[src/design/zcd_consts.svh]
/*
 * Register offsets, field positions, reset values and timing counts of the
 * zero-cross detector control block.
 * Assumes inclusion by bare name; definitions only.
 */
`ifndef ZCD_CONSTS_SVH
`define ZCD_CONSTS_SVH

`define ZCD_ADDR_W          2
`define ZCD_DATA_W          8
`define ZCD_OFF_CONTROL_A   2'h0
`define ZCD_OFF_RESERVED    2'h1
`define ZCD_OFF_INT_CONTROL 2'h2
`define ZCD_OFF_STATUS      2'h3
`define ZCD_OFF_IRQ_MASK    2'h1
`define ZCD_RST_VALUE       8'h00
`define ZCD_BIT_ENABLE      0
`define ZCD_BIT_INVERT      3
`define ZCD_BIT_OUT_EN      6
`define ZCD_BIT_RUN_STDBY   7
`define ZCD_BIT_CROSS       0
`define ZCD_BIT_STATE       4
`define ZCD_MODE_LSB        0
`define ZCD_SYNC_STAGES     3

`endif

[src/design/zcd_pkg.sv]
/*
 * Types shared by the zero-cross detector control block.
 * Assumes nothing of its surroundings.
 */
package zcd_pkg;

   typedef enum logic [1:0] {
      ZCD_EDGE_NONE    = 2'b00,
      ZCD_EDGE_RISING  = 2'b01,
      ZCD_EDGE_FALLING = 2'b10,
      ZCD_EDGE_BOTH    = 2'b11
   } zcd_edge_type;

   typedef enum logic [1:0] {
      ZCD_PWR_ACTIVE    = 2'b00,
      ZCD_PWR_IDLE      = 2'b01,
      ZCD_PWR_STANDBY   = 2'b10,
      ZCD_PWR_POWERDOWN = 2'b11
   } zcd_sleep_type;

   typedef struct packed {
      logic                    wr;
      logic                    rd;
      logic [1:0]              addr;
      logic [7:0]              wdata;
   } zcd_bus_req_type;

endpackage

[src/design/zcd_sync.sv]
/*
 * Multi-stage level synchroniser with a parameterised depth.
 * Assumes an active-low asynchronous reset already synchronised by the caller.
 */
`timescale 1ns/1ps
module zcd_sync #(
   parameter int STAGES = 3
) (
   input  wire logic clk,     // Clock
   input  wire logic rst_n,   // Reset, active low
   input  wire logic din,     // Level to carry across
   output logic      dout     // Synchronised level
);
   typedef struct packed {
      logic [STAGES-1:0] chain;
   } zcd_sync_state_type;

   zcd_sync_state_type s_q;
   zcd_sync_state_type s_d;

   always_comb begin
      s_d = s_q;
      s_d.chain = {s_q.chain[STAGES-2:0], din};
   end

   always_ff @(posedge clk or negedge rst_n) begin
      if (!rst_n) begin
         s_q <= '0;
      end else begin
         s_q <= s_d;
      end
   end

   assign dout = s_q.chain[STAGES-1];
endmodule

[src/design/zcd_edge.sv]
/*
 * Edge finder on a synchronised level, filtered by the selected edge mode.
 * Assumes its input is already in the clock domain.
 */
`timescale 1ns/1ps
module zcd_edge (
   input  wire logic                  clk,      // Clock
   input  wire logic                  rst_n,    // Reset, active low
   input  wire logic                  level,    // Synchronised output level
   input  wire logic                  active,   // Detection allowed
   input  wire zcd_pkg::zcd_edge_type mode,     // Selected edges
   output logic                       hit       // One-cycle pulse on a chosen edge
);
   import zcd_pkg::*;

   typedef struct packed {
      logic prev;
   } zcd_edge_state_type;

   zcd_edge_state_type s_q;
   zcd_edge_state_type s_d;
   logic               rise;
   logic               fall;

   always_comb begin
      s_d = s_q;
      s_d.prev = active ? level : 1'b0;
      rise = active && level && !s_q.prev;
      fall = active && !level && s_q.prev;
      case (mode)
         ZCD_EDGE_NONE:    hit = 1'b0;
         ZCD_EDGE_RISING:  hit = rise;
         ZCD_EDGE_FALLING: hit = fall;
         ZCD_EDGE_BOTH:    hit = rise | fall;
         default:          hit = 1'b0;
      endcase
   end

   always_ff @(posedge clk or negedge rst_n) begin
      if (!rst_n) begin
         s_q <= '0;
      end else begin
         s_q <= s_d;
      end
   end
endmodule

[src/design/zcd_ctrl.sv]
/*
 * Control and status logic of the zero-cross detector: register port,
 * output inversion and pin routing, synchronised state, edge flag, interrupt.
 * Assumes the comparator result is a level synchronous to clk and that the
 * power manager reports the sleep mode as a level.
 */
// Strobed register access is this design's own decision.
// Notes on behaviour
// [RL1] Run-in-standby keeps detector alive in standby
// [RL2] Pin output driven only with pin enable
// [RL3] Invert bit inverts the comparator result
// [RL4] Enable bit activates the detector
// [RL5] Edge select: none, rising, falling, both
// [RL6] State bit shows output after three-stage synchroniser
// [RL7] Crossing flag cleared by writing one
// [RL8] Fixed offsets, all registers reset zero
// [RL9] Matching edge of inverted output sets flag
// [RL10] Interrupt while mode not none and flag; the code also requires irq_mask clear
// [RL11] Output level given as event, no inputs
// [RL12] Inactive in power-down, standby unless run-in-standby
// [RL13] Disabled detector holds output and detection off
// [RL14] Edges found on synchronised samples
`timescale 1ns/1ps
`include "zcd_consts.svh"
module zcd_ctrl (
   input  wire logic                  clk,          // Peripheral clock
   input  wire logic                  rst_n,        // Reset, active low
   input  wire logic [1:0]            addr,         // Register offset
   input  wire logic [7:0]            wdata,        // Write data
   input  wire logic                  wr,           // Write strobe
   input  wire logic                  rd,           // Read strobe
   output logic      [7:0]            rdata,        // Read data, cycle after rd
   input  wire logic                  comp_in,      // Analog comparator result
   input  wire zcd_pkg::zcd_sleep_type sleep_mode,  // Current sleep mode
   output logic                       pin_out,      // Detector output to pin
   output logic                       pin_oe,       // Pin driven
   output logic                       event_out,    // Output level event
   output logic                       irq           // Interrupt request
);
   import zcd_pkg::*;

   typedef struct packed {
      logic [7:0]   control_a;
      zcd_edge_type edge_select;
      logic         crossing_flag;
      logic         irq_mask;
      logic [7:0]   rdata;
      logic         pin_out;
      logic         pin_oe;
      logic         event_out;
      logic         irq;
   } zcd_state_type;

   zcd_state_type s_q;
   zcd_state_type s_d;
   logic [1:0]    rst_sync_q;
   logic          rst_int_n;
   logic          active;
   logic          det_out;
   logic          state_sync;
   logic          edge_hit;

   // Decode of a write to one register
   function automatic logic wr_hit(input logic w, input logic [1:0] a, input logic [1:0] off);
      wr_hit = w && (a == off);
   endfunction

   assign rst_int_n = rst_sync_q[1];

   // Reset release copy, kept apart: it cannot share the reset it makes
   always_ff @(posedge clk or negedge rst_n) begin
      if (!rst_n) begin
         rst_sync_q <= 2'b00;
      end else begin
         rst_sync_q <= {rst_sync_q[0], 1'b1};
      end
   end

   // [RL4] [RL1] [RL12] activity gate
   always_comb begin
      case (sleep_mode)
         ZCD_PWR_ACTIVE:    active = s_q.control_a[`ZCD_BIT_ENABLE];
         ZCD_PWR_IDLE:      active = s_q.control_a[`ZCD_BIT_ENABLE];
         ZCD_PWR_STANDBY:   active = s_q.control_a[`ZCD_BIT_ENABLE] && s_q.control_a[`ZCD_BIT_RUN_STDBY];
         ZCD_PWR_POWERDOWN: active = 1'b0;
         default:           active = 1'b0;
      endcase
   end

   // [RL3] [RL13] inverted, gated output
   assign det_out = active && (comp_in ^ s_q.control_a[`ZCD_BIT_INVERT]);

   // [RL6] three-stage state synchroniser
   zcd_sync #(
      .STAGES (`ZCD_SYNC_STAGES)
   ) u_sync (
      .clk   (clk),
      .rst_n (rst_int_n),
      .din   (det_out),
      .dout  (state_sync)
   );

   // [RL14] [RL5] edge detection on samples
   zcd_edge u_edge (
      .clk    (clk),
      .rst_n  (rst_int_n),
      .level  (state_sync),
      .active (active),
      .mode   (s_q.edge_select),
      .hit    (edge_hit)
   );

   always_comb begin
      s_d = s_q;

      if (wr_hit(wr, addr, `ZCD_OFF_CONTROL_A)) begin
         s_d.control_a = wdata & 8'hc9;
      end
      if (wr_hit(wr, addr, `ZCD_OFF_INT_CONTROL)) begin
         s_d.edge_select = zcd_edge_type'(wdata[`ZCD_MODE_LSB +: 2]);
      end
      if (wr_hit(wr, addr, `ZCD_OFF_IRQ_MASK)) begin
         s_d.irq_mask = wdata[0];
      end

      // [RL7] write one clears flag
      if (wr_hit(wr, addr, `ZCD_OFF_STATUS) && wdata[`ZCD_BIT_CROSS]) begin
         s_d.crossing_flag = 1'b0;
      end
      // [RL9] matching edge sets flag, set wins
      if (edge_hit) begin
         s_d.crossing_flag = 1'b1;
      end

      // [RL8] register read map
      s_d.rdata = 8'h00;
      if (rd) begin
         case (addr)
            `ZCD_OFF_CONTROL_A:   s_d.rdata = s_q.control_a;
            `ZCD_OFF_IRQ_MASK:    s_d.rdata = {7'h00, s_q.irq_mask};
            `ZCD_OFF_INT_CONTROL: s_d.rdata = {6'h00, s_q.edge_select};
            `ZCD_OFF_STATUS: begin
               s_d.rdata[`ZCD_BIT_STATE] = active && state_sync;
               s_d.rdata[`ZCD_BIT_CROSS] = s_q.crossing_flag;
            end
            default:              s_d.rdata = 8'h00;
         endcase
      end

      // [RL2] pin routing with enable
      s_d.pin_oe  = active && s_q.control_a[`ZCD_BIT_OUT_EN];
      s_d.pin_out = active && s_q.control_a[`ZCD_BIT_OUT_EN] && det_out;
      // [RL11] level event follows output
      s_d.event_out = det_out;
      // [RL10] interrupt while flag and mode and irq_mask clear
      s_d.irq = s_d.crossing_flag && (s_d.edge_select != ZCD_EDGE_NONE) && !s_d.irq_mask;
   end

   always_ff @(posedge clk or negedge rst_int_n) begin
      if (!rst_int_n) begin
         s_q.control_a     <= `ZCD_RST_VALUE;
         s_q.edge_select   <= ZCD_EDGE_NONE;
         s_q.crossing_flag <= 1'b0;
         s_q.irq_mask      <= 1'b0;
         s_q.rdata         <= 8'h00;
         s_q.pin_out       <= 1'b0;
         s_q.pin_oe        <= 1'b0;
         s_q.event_out     <= 1'b0;
         s_q.irq           <= 1'b0;
      end else begin
         s_q.control_a     <= s_d.control_a;
         s_q.edge_select   <= s_d.edge_select;
         s_q.crossing_flag <= s_d.crossing_flag;
         s_q.irq_mask      <= s_d.irq_mask;
         s_q.rdata         <= s_d.rdata;
         s_q.pin_out       <= s_d.pin_out;
         s_q.pin_oe        <= s_d.pin_oe;
         s_q.event_out     <= s_d.event_out;
         s_q.irq           <= s_d.irq;
      end
   end

   assign rdata     = s_q.rdata;
   assign pin_out   = s_q.pin_out;
   assign pin_oe    = s_q.pin_oe;
   assign event_out = s_q.event_out;
   assign irq       = s_q.irq;
endmodule

[config.mk]
export PLATFORM = sky130hd
export DESIGN_NAME = zcd_ctrl
export DESIGN_NICKNAME = d
export VERILOG_FILES = /design/src/design/zcd_pkg.sv /design/src/design/zcd_sync.sv /design/src/design/zcd_edge.sv /design/src/design/zcd_ctrl.sv
export VERILOG_INCLUDE_DIRS = /design/src /design/src/design
export SDC_FILE = /design/constraint.sdc
export NUM_CORES = 1
export LEC_CHECK = 0
export ABC_AREA = 1
export BUFFER_PORTS_ARGS = -buffer_cell sky130_fd_sc_hd__buf_2
export CAP_MARGIN = 20
export CORE_ASPECT_RATIO = 0.9
export CORE_UTILIZATION = 52
export CTS_CLUSTER_SIZE = 30
export DETAILED_ROUTE_END_ITERATION = 6
export PLACE_DENSITY = 0.87
export SLEW_MARGIN = 20
export SYNTH_ARGS = -nofsm -noshare
export SYNTH_HDL_FRONTEND = slang
export SYNTH_SLANG_ARGS = --single-unit
[constraint.sdc]
create_clock -name clk -period 2.3 [get_ports clk]
set_clock_uncertainty 0.2 [all_clocks]
set_input_delay 0.345 -clock clk [delete_from_list [all_inputs] [get_ports clk]]
set_output_delay 0.345 -clock clk [all_outputs]
set_load 0.02 [all_outputs]
==> results of run 1 <==
-- final timing paths --
| path | to | slack, ps | cells past startpoint |
|---|---|---|---|
| setup / recovery | event_out | 890 | 1 |
| hold / removal | rdata[0] | 80 | 3 |
| setup reg to reg | irq | 1070 | 6 |
| hold reg to reg | u_sync.s_q[0] | 130 | 0 |
| max in group asynchronous | s_q[22] | 1280 | 0 |
| min in group asynchronous | rst_sync_q[1] | 130 | 2 |
-- through the flow --
stage | power, mW | cells
3_3_place_gp | 0.6315 | 146
5_1_grt | 0.8644 | 151
2_1_floorplan | 0.5948 | 107
4_1_cts | 0.8209 | 151
6_report | 0.8137 | 151
3_5_place_dp | 0.6395 | 146
-- routing by layer --
metal / vias to the layer above / track usage (%) / part of all wire, %
li1: 352 / - / -
met1: 321 / 23.30 / 46
met2: 15 / 29.04 / 49
met3: 4 / 3.830 / 3.3
met4: 0 / 10.29 / 1.9
met5: - / 0 / 0
-- what timing repair did --
item / in CTS / in global routing
hold endpoints to repair: 2 / 0
gates resized for setup: 0 / 0
hold buffers: 1 / 0
-- sequential cells by signal, indices dropped and copies added (netlist names) --
register    flops
s_q             8
u_edge.s_q      1
rdata           6
pin_oe          1
pin_out         1
irq             1
u_sync.s_q      3
rst_sync_q      2
-- cells in the mapped netlist --
cell,count,area (um^2)
o31ai_1,1,7.510
inv_1,17,63.81
clkinv_1,1,3.750
nor2_2,1,6.260
o21ai_0,2,10.01
nand3_1,7,35.03
dfrtp_1,23,575.6
nand2_2,1,6.260
nor3_1,3,15.01
o21ai_2,2,17.52
buf_4,8,60.06
nor2_1,13,48.80
conb_1,2,7.510
inv_2,2,7.510
nand2_1,17,63.81
o21ai_1,1,5.000
a21oi_1,4,20.02
xnor2_1,1,8.760
-- cell usage in the layout, fill, tap and decap left out, types with 2 or more instances in the layout --
cell / synthesis / final
a21oi_1: 4 / 4
buf_2: 0 / 23
clkbuf_4: 0 / 3
conb_1: 2 / 3
dfrtp_1: 23 / 23
inv_1: 17 / 17
inv_2: 2 / 2
nand2_1: 17 / 17
nand3_1: 7 / 7
nor2_1: 13 / 13
nor3_1: 3 / 3
o21ai_0: 2 / 2
o21ai_2: 2 / 2
-- cell type report --
type	instances	area [um^2]	area share, %
Sequential cell	23	575.6	52.87
Multi-Input combinational cell	56	255.2	23.45
Timing Repair Buffer	24	125.1	11.49
Tap cell	24	30.03	2.759
Inverter	20	75.07	6.897
Clock buffer	3	22.52	2.069
Clock inverter	1	5.005	0.4598
-- worst register-to-register path: stages (launching register included) --
cell and delay [ps]:
dfrtp_1 400, nand2_1 60, nand2_1 80, nand3_1 120, nor2_1 50, nor2_1 160, nor2_1 60
-- power breakdown --
part	leakage (nW)	total, mW	internal [mW]	switching, mW
sequential	0.292	0.482	0.452	0.0293
clock	0.0177	0.182	0.0649	0.117
combinational	0.332	0.151	0.0541	0.0964
total	0.641	0.814	0.571	0.242
-- cell families (layout without fill, tap and decap cells) --
| group | after synthesis | in the layout |
|---|---|---|
| other | 2 | 3 |
| buffers and inverters | 28 | 48 |
| XOR/XNOR | 1 | 1 |
| AND/OR/NAND/NOR | 42 | 42 |
| flip-flops | 23 | 23 |
| AO/OA/AOI/OAI | 10 | 10 |
==> results.ini, run 1 <==
[run_status]
status = finished, final reports clean

[final_layout]
finish.utilization_pct = 64.06
final_layout_size_suffix_gt1_share_pct = 25.98
fill_cells = 151
syn2layout_area_growth_pct = 13.13
num_antenna_cells = 0
design_area_um2 = 1089
nets = 145

[die]
start_util_pct = 56.63
io-pin-count = 29
die-area_um2 = 2027
die_h_um = 42.81
num_rows = 14
coreArea_um2 = 1699
die_x_um = 47.34

[setup_path]
start_kind = flip-flop
path_buf_inv = 1
critPathMaxFanout = 2
max_stage_delay_ps = 400
arrival_ps = 870
crit_path_cell_trace = buf_2
timing.rr.start = s_q[23]
cp_top_family = flip-flops
critical_path.slowest_cell = dfrtp_1
critPathCaptureType = output port
critPathRequiredTime_ps = 1750
worstSetupStartpoint = u_sync.s_q[0]
crit_type = flip-flop to output port

[yosys]
synth_cell_types = 18
syn_area_um2 = 962.2
syn-instance-count = 106
synth_warnings = 0
synth-simple-area-share_pct = 18.21
yosys.area_share.adder_pct = 0
synth_top_family_by_area = simple AND/OR/NAND/NOR gates
ys_seq_area_share_pct = 59.82
synth_compound_area_share_pct = 6.242
ys_ff_latch = 23
avgSynthCellArea_um2 = 9.077
synthMuxAreaShare_pct = 0
synth_xor_xnor_area_share_pct = 0.9103

[clock_tree]
clkLatencyLatePin_ps = 310
clk_transition_reported_paths_ps = 120
post_cts_buffers = 0
cts_root_buffer = clkbuf_4
cts.sinks = 23
cts_buffers = 3
htreeDepth = 1
cts_buffer_depth = 2
cts_tree = done

[drt]
avgRoutedWirePerCell_um = 9.894
drc = 0
drtIter0Drc = 11
finalWirelength_mm = 1.494
vias = 692
drtAntennaViolNets = 0
detail_route.first_pass.iterations = 4
routed_via_density = 4.583

[placed_design]
dpl.hpwl_mm = 1.129
port_buffers = 23
place_congestion = 0.7618
pre_cts_slack_ps = 969.1
placed_cell_area_um2 = 1051

[global_route]
grt_max_degree = 22
grt_overflow_total = 0
grt_pass1_wl_mm = 2.573
grt_pass1_vias = 636
antenna_found_initial = 0
grt.total_usage_pct = 18.58

[sta]
max_freq_ghz = 0.7092
maxSlewHeadroom_pct = 47.63
hold_ws_ps = 78.33
setup_slack_ps = 889.9
worst-slew-pin-transition_ps = 785.5
drv_slew = 0
hold_violations = 0
rsz0062_at_grt = false
finalSetupViolations = 0
fin_crit_ps = 1410
fin_tns_setup_ps = 0
fin_crit_sh_pct = 61.31

[min_path]
min_from = rd
min_path_type = primary input to flip-flop

[run]
max_cap_viol_count = 0

[pwr]
power_leakage_nw = 0.6412
ir_drop_v = 0.0005794
p_per_area_nw_per_um2 = 747.5

No activity file was read; power rests on OpenSTA's default activity.
==> run 2, diff against run 1 <==
--- a/config.mk
+++ b/config.mk
@@ -6,14 +6,14 @@
 export SDC_FILE = /design/constraint.sdc
 export NUM_CORES = 1
 export LEC_CHECK = 0
-export ABC_AREA = 1
+export ABC_AREA = 0
 export BUFFER_PORTS_ARGS = -buffer_cell sky130_fd_sc_hd__buf_2
 export CAP_MARGIN = 20
 export CORE_ASPECT_RATIO = 0.9
-export CORE_UTILIZATION = 52
+export CORE_UTILIZATION = 48
 export CTS_CLUSTER_SIZE = 30
 export DETAILED_ROUTE_END_ITERATION = 6
-export PLACE_DENSITY = 0.87
+export PLACE_DENSITY = 0.82
 export SLEW_MARGIN = 20
 export SYNTH_ARGS = -nofsm -noshare
 export SYNTH_HDL_FRONTEND = slang
==> constraint.sdc (replaced) <==
create_clock -name clk -period 1.34 [get_ports clk]
set_clock_uncertainty 0.2 [all_clocks]
set_input_delay 0.201 -clock clk [delete_from_list [all_inputs] [get_ports clk]]
set_output_delay 0.201 -clock clk [all_outputs]
set_load 0.02 [all_outputs]
==> run 2 against run 1 <==
Net effect: the flow now finishes with violations (setup timing); first-iteration DRC count unchanged; synthesized area fell by 2.1%; design area rose by 13%; total power increased by 87%; largest power group unchanged.
==> results.ini, run 2 <==
[global_route]
grt_max_degree = 22
grt_overflow_total = 0
grt_pass1_wl_mm = 2.801
grt.total_usage_pct = 17.93
grt_pass1_vias = 623
antenna_found_initial = 0

[placed_design]
place_congestion = 0.7153
dpl.hpwl_mm = 1.169
port_buffers = 23

[drt]
avgRoutedWirePerCell_um = 13.18
finalWirelength_mm = 1.740
drtAntennaViolNets = 0
detail_route.first_pass.iterations = 3
vias = 636
drtIter0Drc = 11
routed_via_density = 4.818
drc = 0

[final_layout]
final_layout_size_suffix_gt1_share_pct = 46.30
top_register = s_q
layout_common_cells = buf_2 (23), dfrtp_1 (23), buf_4 (11)
syn2layout_area_growth_pct = 30.81
fill_cells = 135
largest_register_ffs = 8
reg_top3 = s_q x8, rdata x6, u_sync.s_q x3
num_antenna_cells = 0
nets = 126

[die]
num_rows = 14
die_h_um = 44.03
start_util_pct = 53.79
io-pin-count = 29
coreArea_um2 = 1752
die-area_um2 = 2144
die_x_um = 48.70

[setup_path]
crit_type = flip-flop to flip-flop
max_stage_delay_ps = 410
critical_path.slowest_cell = dfrtp_1
path_buf_inv = 0
cp_top_family = compound AO/OA/AOI/OAI gates
arrival_ps = 1550
critPathMaxFanout = 3
critPathRequiredTime_ps = 1350
crit_path_cell_trace = nand3b_1 > a221o_1 > a2111oi_4
start_kind = flip-flop
critPathCaptureType = flip-flop

[sta]
rsz0062_at_grt = true
finalSetupViolations = 2
fin_crit_sh_pct = 114.9
fin_crit_ps = 1539
hold_ws_ps = 12.47
setup_slack_ps = -199.4
max_freq_ghz = 0.6496
drv_slew = 0
hold_violations = 0

[pwr]
p_total_mw = 1.520
ir_drop_v = 0.001035
power_leakage_nw = 0.6429
p_per_area_nw_per_um2 = 1234

[clock_tree]
htreeDepth = 1
clkLatencyLatePin_ps = 300
cts_buffers = 3
cts.sinks = 23
clk_transition_reported_paths_ps = 120
cts_tree = done
cts_buffer_depth = 2
cts_root_buffer = clkbuf_4

[yosys]
syn_area_um2 = 942.2
synth_edf_count = 0
ys_ff_latch = 23
synth_top_area_share_pct = 61.09
synth.largest_area_cell = dfrtp_1
syn-instance-count = 69
async_flop_share_pct = 100.0
ys_seq_area_share_pct = 61.09
synth_cell_types = 23
synthTopCellsByArea = dfrtp_1 (61%), mux2_2 (7.2%), buf_4 (6.4%), and3_1 (3.3%), nand3b_1 (3.2%)
synth_warnings = 0
avgSynthCellArea_um2 = 13.65
ys.flop_type = dfrtp_1
ys_top_cells_by_count = dfrtp_1 (23), buf_4 (8), mux2_2 (6)
synth.most_common_cell = dfrtp_1

[run_status]
violations = setup timing
status = finished, violations left

[min_path]
min_path_type = flip-flop to asynchronous set/reset pin

[run]
max_cap_viol_count = 0

[run 2: changes by cell type in the layout (fill, tap and decap cells not counted), moves of 3 or more]
cell and delta:
and3_1 +5, dlygate4sd3_1 +7, nand3b_1 +4, nand2_1 -15
buf_4 +11, mux2_2 +6, nand3_1 -7, nor2_1 -12
inv_1 -16, and2_1 +3, a21oi_1 -3
[run 2: cells by family (layout without fill, tap and decap cells)]
kind of cell,after synthesis,count (layout),share of synthesized area [%]
DFF,23,23,61.09
AOI/OAI and AO/OA,3,3,3.186
other,2,3,0.7971
buffers and inverters,9,47,6.773
and+or+nand+nor,23,23,15.67
xor gates and xnor gates,1,1,0.9298
muxes,8,8,11.55
[run 2: worst paths after layout]
| kind | depth (start not counted) | end | start | slack (ps) |
|---|---|---|---|---|
| worst min-delay path | 1 | s_q[22] | rst_sync_q[1] | 10 |
| worst max-delay path | 3 | irq | u_sync.s_q[2] | -200 |
| min in group clk | 2 | s_q[12] | wdata[0] | 10 |
| worst max register to register | 3 | irq | u_sync.s_q[2] | -200 |
| max in group asynchronous | 3 | rst_sync_q[0] | rst_n | 280 |
| worst min register to register | 1 | s_q[22] | rst_sync_q[1] | 10 |
[run 2: power breakdown]
group / switching [mW] / leakage [nW] / total [mW] / internal [mW]
clock network: 0.200 / 0.0177 / 0.311 / 0.111
registers: 0.0525 / 0.296 / 0.842 / 0.790
logic: 0.173 / 0.330 / 0.367 / 0.194
[run 2: layout make-up]
type	count	area [um^2]	area share [%]
sequential	23	575.6	46.70
multi-input combinational	38	317.8	25.79
timing repair buffer	42	277.8	22.54
tap	24	30.03	2.437
clock buffer	3	22.52	1.827
clock inverter	1	5.005	0.4061
inverter	1	3.754	0.3046
[run 2: worst register-to-register path, cell delays in order, from the launching register on]
cell	delay [ps]
dfrtp_1	410
nand3b_1	150
a221o_1	380
a2111oi_4	300
[run 2: through the flow]
stage               instance area (um^2)  setup TNS (ps)  std cells  utilization (%)  worst slack [ps]
finish                              1232          -271.0        132            70.36            -199.4
global route                        1232          -344.2        132            70.36            -236.3
CTS                                 1205          -174.3        130            68.79            -174.3
detailed placement                  1091          -604.2        117            62.29            -159.9
global placement                    1091          -429.2        117            62.29            -127.0
floorplan                          945.9          -77.40         70                -            -77.40
[run 2: repair_timing]
item | 4_1_cts | 5_1_grt
gates resized for setup | 2 | 1
pin swaps | 1 | 1
endpoints found under the setup margin | 2 | 2
hold buffers | 8 | 0
setup buffers | 1 | 2
endpoints found under the hold margin | 12 | 0
[run 2: metal layers]
layer	up-vias	routed length, um	global-route usage, %
met1	313	793	24.36
met2	16	881	30.28
met5	-	0	0
met4	0	13	7.059
met3	2	51	2.062
li1	305	-	-
==> run 3, diff against run 2 <==
--- a/config.mk
+++ b/config.mk
@@ -6,14 +6,14 @@
 export SDC_FILE = /design/constraint.sdc
 export NUM_CORES = 1
 export LEC_CHECK = 0
-export ABC_AREA = 0
+export ABC_AREA = 1
 export BUFFER_PORTS_ARGS = -buffer_cell sky130_fd_sc_hd__buf_2
 export CAP_MARGIN = 20
 export CORE_ASPECT_RATIO = 0.9
-export CORE_UTILIZATION = 48
+export CORE_UTILIZATION = 49
 export CTS_CLUSTER_SIZE = 30
 export DETAILED_ROUTE_END_ITERATION = 6
-export PLACE_DENSITY = 0.82
+export PLACE_DENSITY = 0.83
 export SLEW_MARGIN = 20
 export SYNTH_ARGS = -nofsm -noshare
 export SYNTH_HDL_FRONTEND = slang
==> run 3 against run 2 <==
Net effect: the flow now finishes without violations; via count rose by 16%; maximum frequency rose by 23%; design area fell by 4.3%; die area barely moved; sequential share of layout area rose by 2.1 points; largest cell class unchanged; wire length fell by 0.98%; sequential power fell by 2.7%; worst hold slack improved by 4.3 ps; critical path depth fell by 2; highest routed layer unchanged; setup slack improved by 290 ps.
==> results.ini, run 3 (synthesis results as in run 1) <==
[clock_tree]
cts.sinks = 23
clkLatencyLatePin_ps = 300
htreeDepth = 1
cts_buffer_depth = 2
cts_root_buffer = clkbuf_4
post_cts_buffers = 0
cts_tree = done
cts_buffers = 3
clk_transition_reported_paths_ps = 110

[setup_path]
critPathMaxFanout = 2
r2r_slack_ps = 140
arrival_ps = 850
critPathRequiredTime_ps = 940
ff2ff_path_depth = 6
worst-path-stages = 1
r2r_end = irq
crit_type = flip-flop to output port
crit_path_cell_trace = buf_2
start_kind = flip-flop
critPathCaptureType = output port
timing.rr.start = s_q[23]
cp_top_family = flip-flops
critical_path.slowest_cell = dfrtp_1
path_buf_inv = 1
max_stage_delay_ps = 390

[final_layout]
largest_register_ffs = 8
layout_common_cells = buf_2 (23), dfrtp_1 (23), inv_1 (17), nand2_1 (17), nor2_1 (12)
fin_cells = 159
syn2layout_area_growth_pct = 22.63
final_layout_size_suffix_gt1_share_pct = 25.19
num_antenna_cells = 0
top_register = s_q
fill_cells = 146
finish.utilization_pct = 67.36
design_area_um2 = 1180
reg_top3 = s_q x8, rdata x6, u_sync.s_q x3
nets = 153

[drt]
drtIter0Drc = 11
drtAntennaViolNets = 0
vias = 738
finalWirelength_mm = 1.723
routed_via_density = 4.642
avgRoutedWirePerCell_um = 10.84
detail_route.first_pass.iterations = 4
drc = 0

[placed_design]
pre_cts_slack_ps = 123.7
port_buffers = 23
dp.cells = 147
placed_cell_area_um2 = 1071
dpl.hpwl_mm = 1.234
place_congestion = 0.7793

[sta]
fin_crit_ps = 1251
fin_crit_sh_pct = 93.37
rsz0062_at_grt = false
finalSetupViolations = 0
hold_violations = 0
setup_slack_ps = 88.86
drv_slew = 0
fin_tns_setup_ps = 0
hold_ws_ps = 16.82
max_freq_ghz = 0.7993

[die]
die_x_um = 48.71
start_util_pct = 54.93
num_rows = 14
coreArea_um2 = 1752
die-area_um2 = 2145
io-pin-count = 29
die_h_um = 44.04

[min_path]
min_path_type = flip-flop to asynchronous set/reset pin

[global_route]
grt_pass1_vias = 715
grt_overflow_total = 0
antenna_found_initial = 0
grt_pass1_wl_mm = 2.980
grt.total_usage_pct = 19.06
grt_max_degree = 17

[run_status]
status = finished, final reports clean

[pwr]
power_leakage_nw = 0.6777
p_per_area_nw_per_um2 = 1208
p_total_mw = 1.426
ir_drop_v = 0.0008707

[run]
max_cap_viol_count = 0

run 3: cell count changes in the layout (fill, tap and decap cells not counted), moves of 3 or more:
cell | previous run | this run
a21oi_1 | 1 | 4
and3_1 | 5 | 0
nor2_1 | 1 | 12
and2_1 | 3 | 0
nand3b_1 | 4 | 0
inv_1 | 1 | 17
nand3_1 | 0 | 7
mux2_2 | 6 | 0
buf_4 | 11 | 0
nand2_1 | 2 | 17
run 3: timing repair:
action                                 4_1_cts  5_1_grt
endpoints found under the hold margin       18        0
hold buffers                                 8        0
setup endpoints to repair                    0        1
resized for setup                            0        1
run 3: final cells by class:
type	count	area [um^2]	share of cell area, %
Sequential cell	23	575.6	48.78
Multi-Input combinational cell	56	257.7	21.85
Timing Repair Buffer	32	215.2	18.24
Inverter	20	75.07	6.363
Tap cell	24	30.03	2.545
Clock buffer	4	26.28	2.227
run 3: layer usage:
metal	global-route usage, %	wire [um]
met5	0	0
met4	8.824	26
met3	4.124	75
met2	34.17	887
met1	22.40	733
run 3: power breakdown:
part           switching [mW]  leakage (nW)  total (mW)  internal (mW)
logic                   0.188         0.371       0.302          0.114
clock network           0.189        0.0150       0.305          0.116
registers              0.0421         0.292       0.819          0.777
run 3: how the worst max path moves through the flow:
stage / from / endpoint / slack (ps)
after floorplan: s_q[23] / irq / 240
after global placement: s_q[23] / irq / 140
after detailed placement: s_q[23] / irq / 120
after CTS: u_sync.s_q[0] / event_out / 70
after global routing: u_sync.s_q[0] / event_out / 30
final: u_sync.s_q[0] / event_out / 90
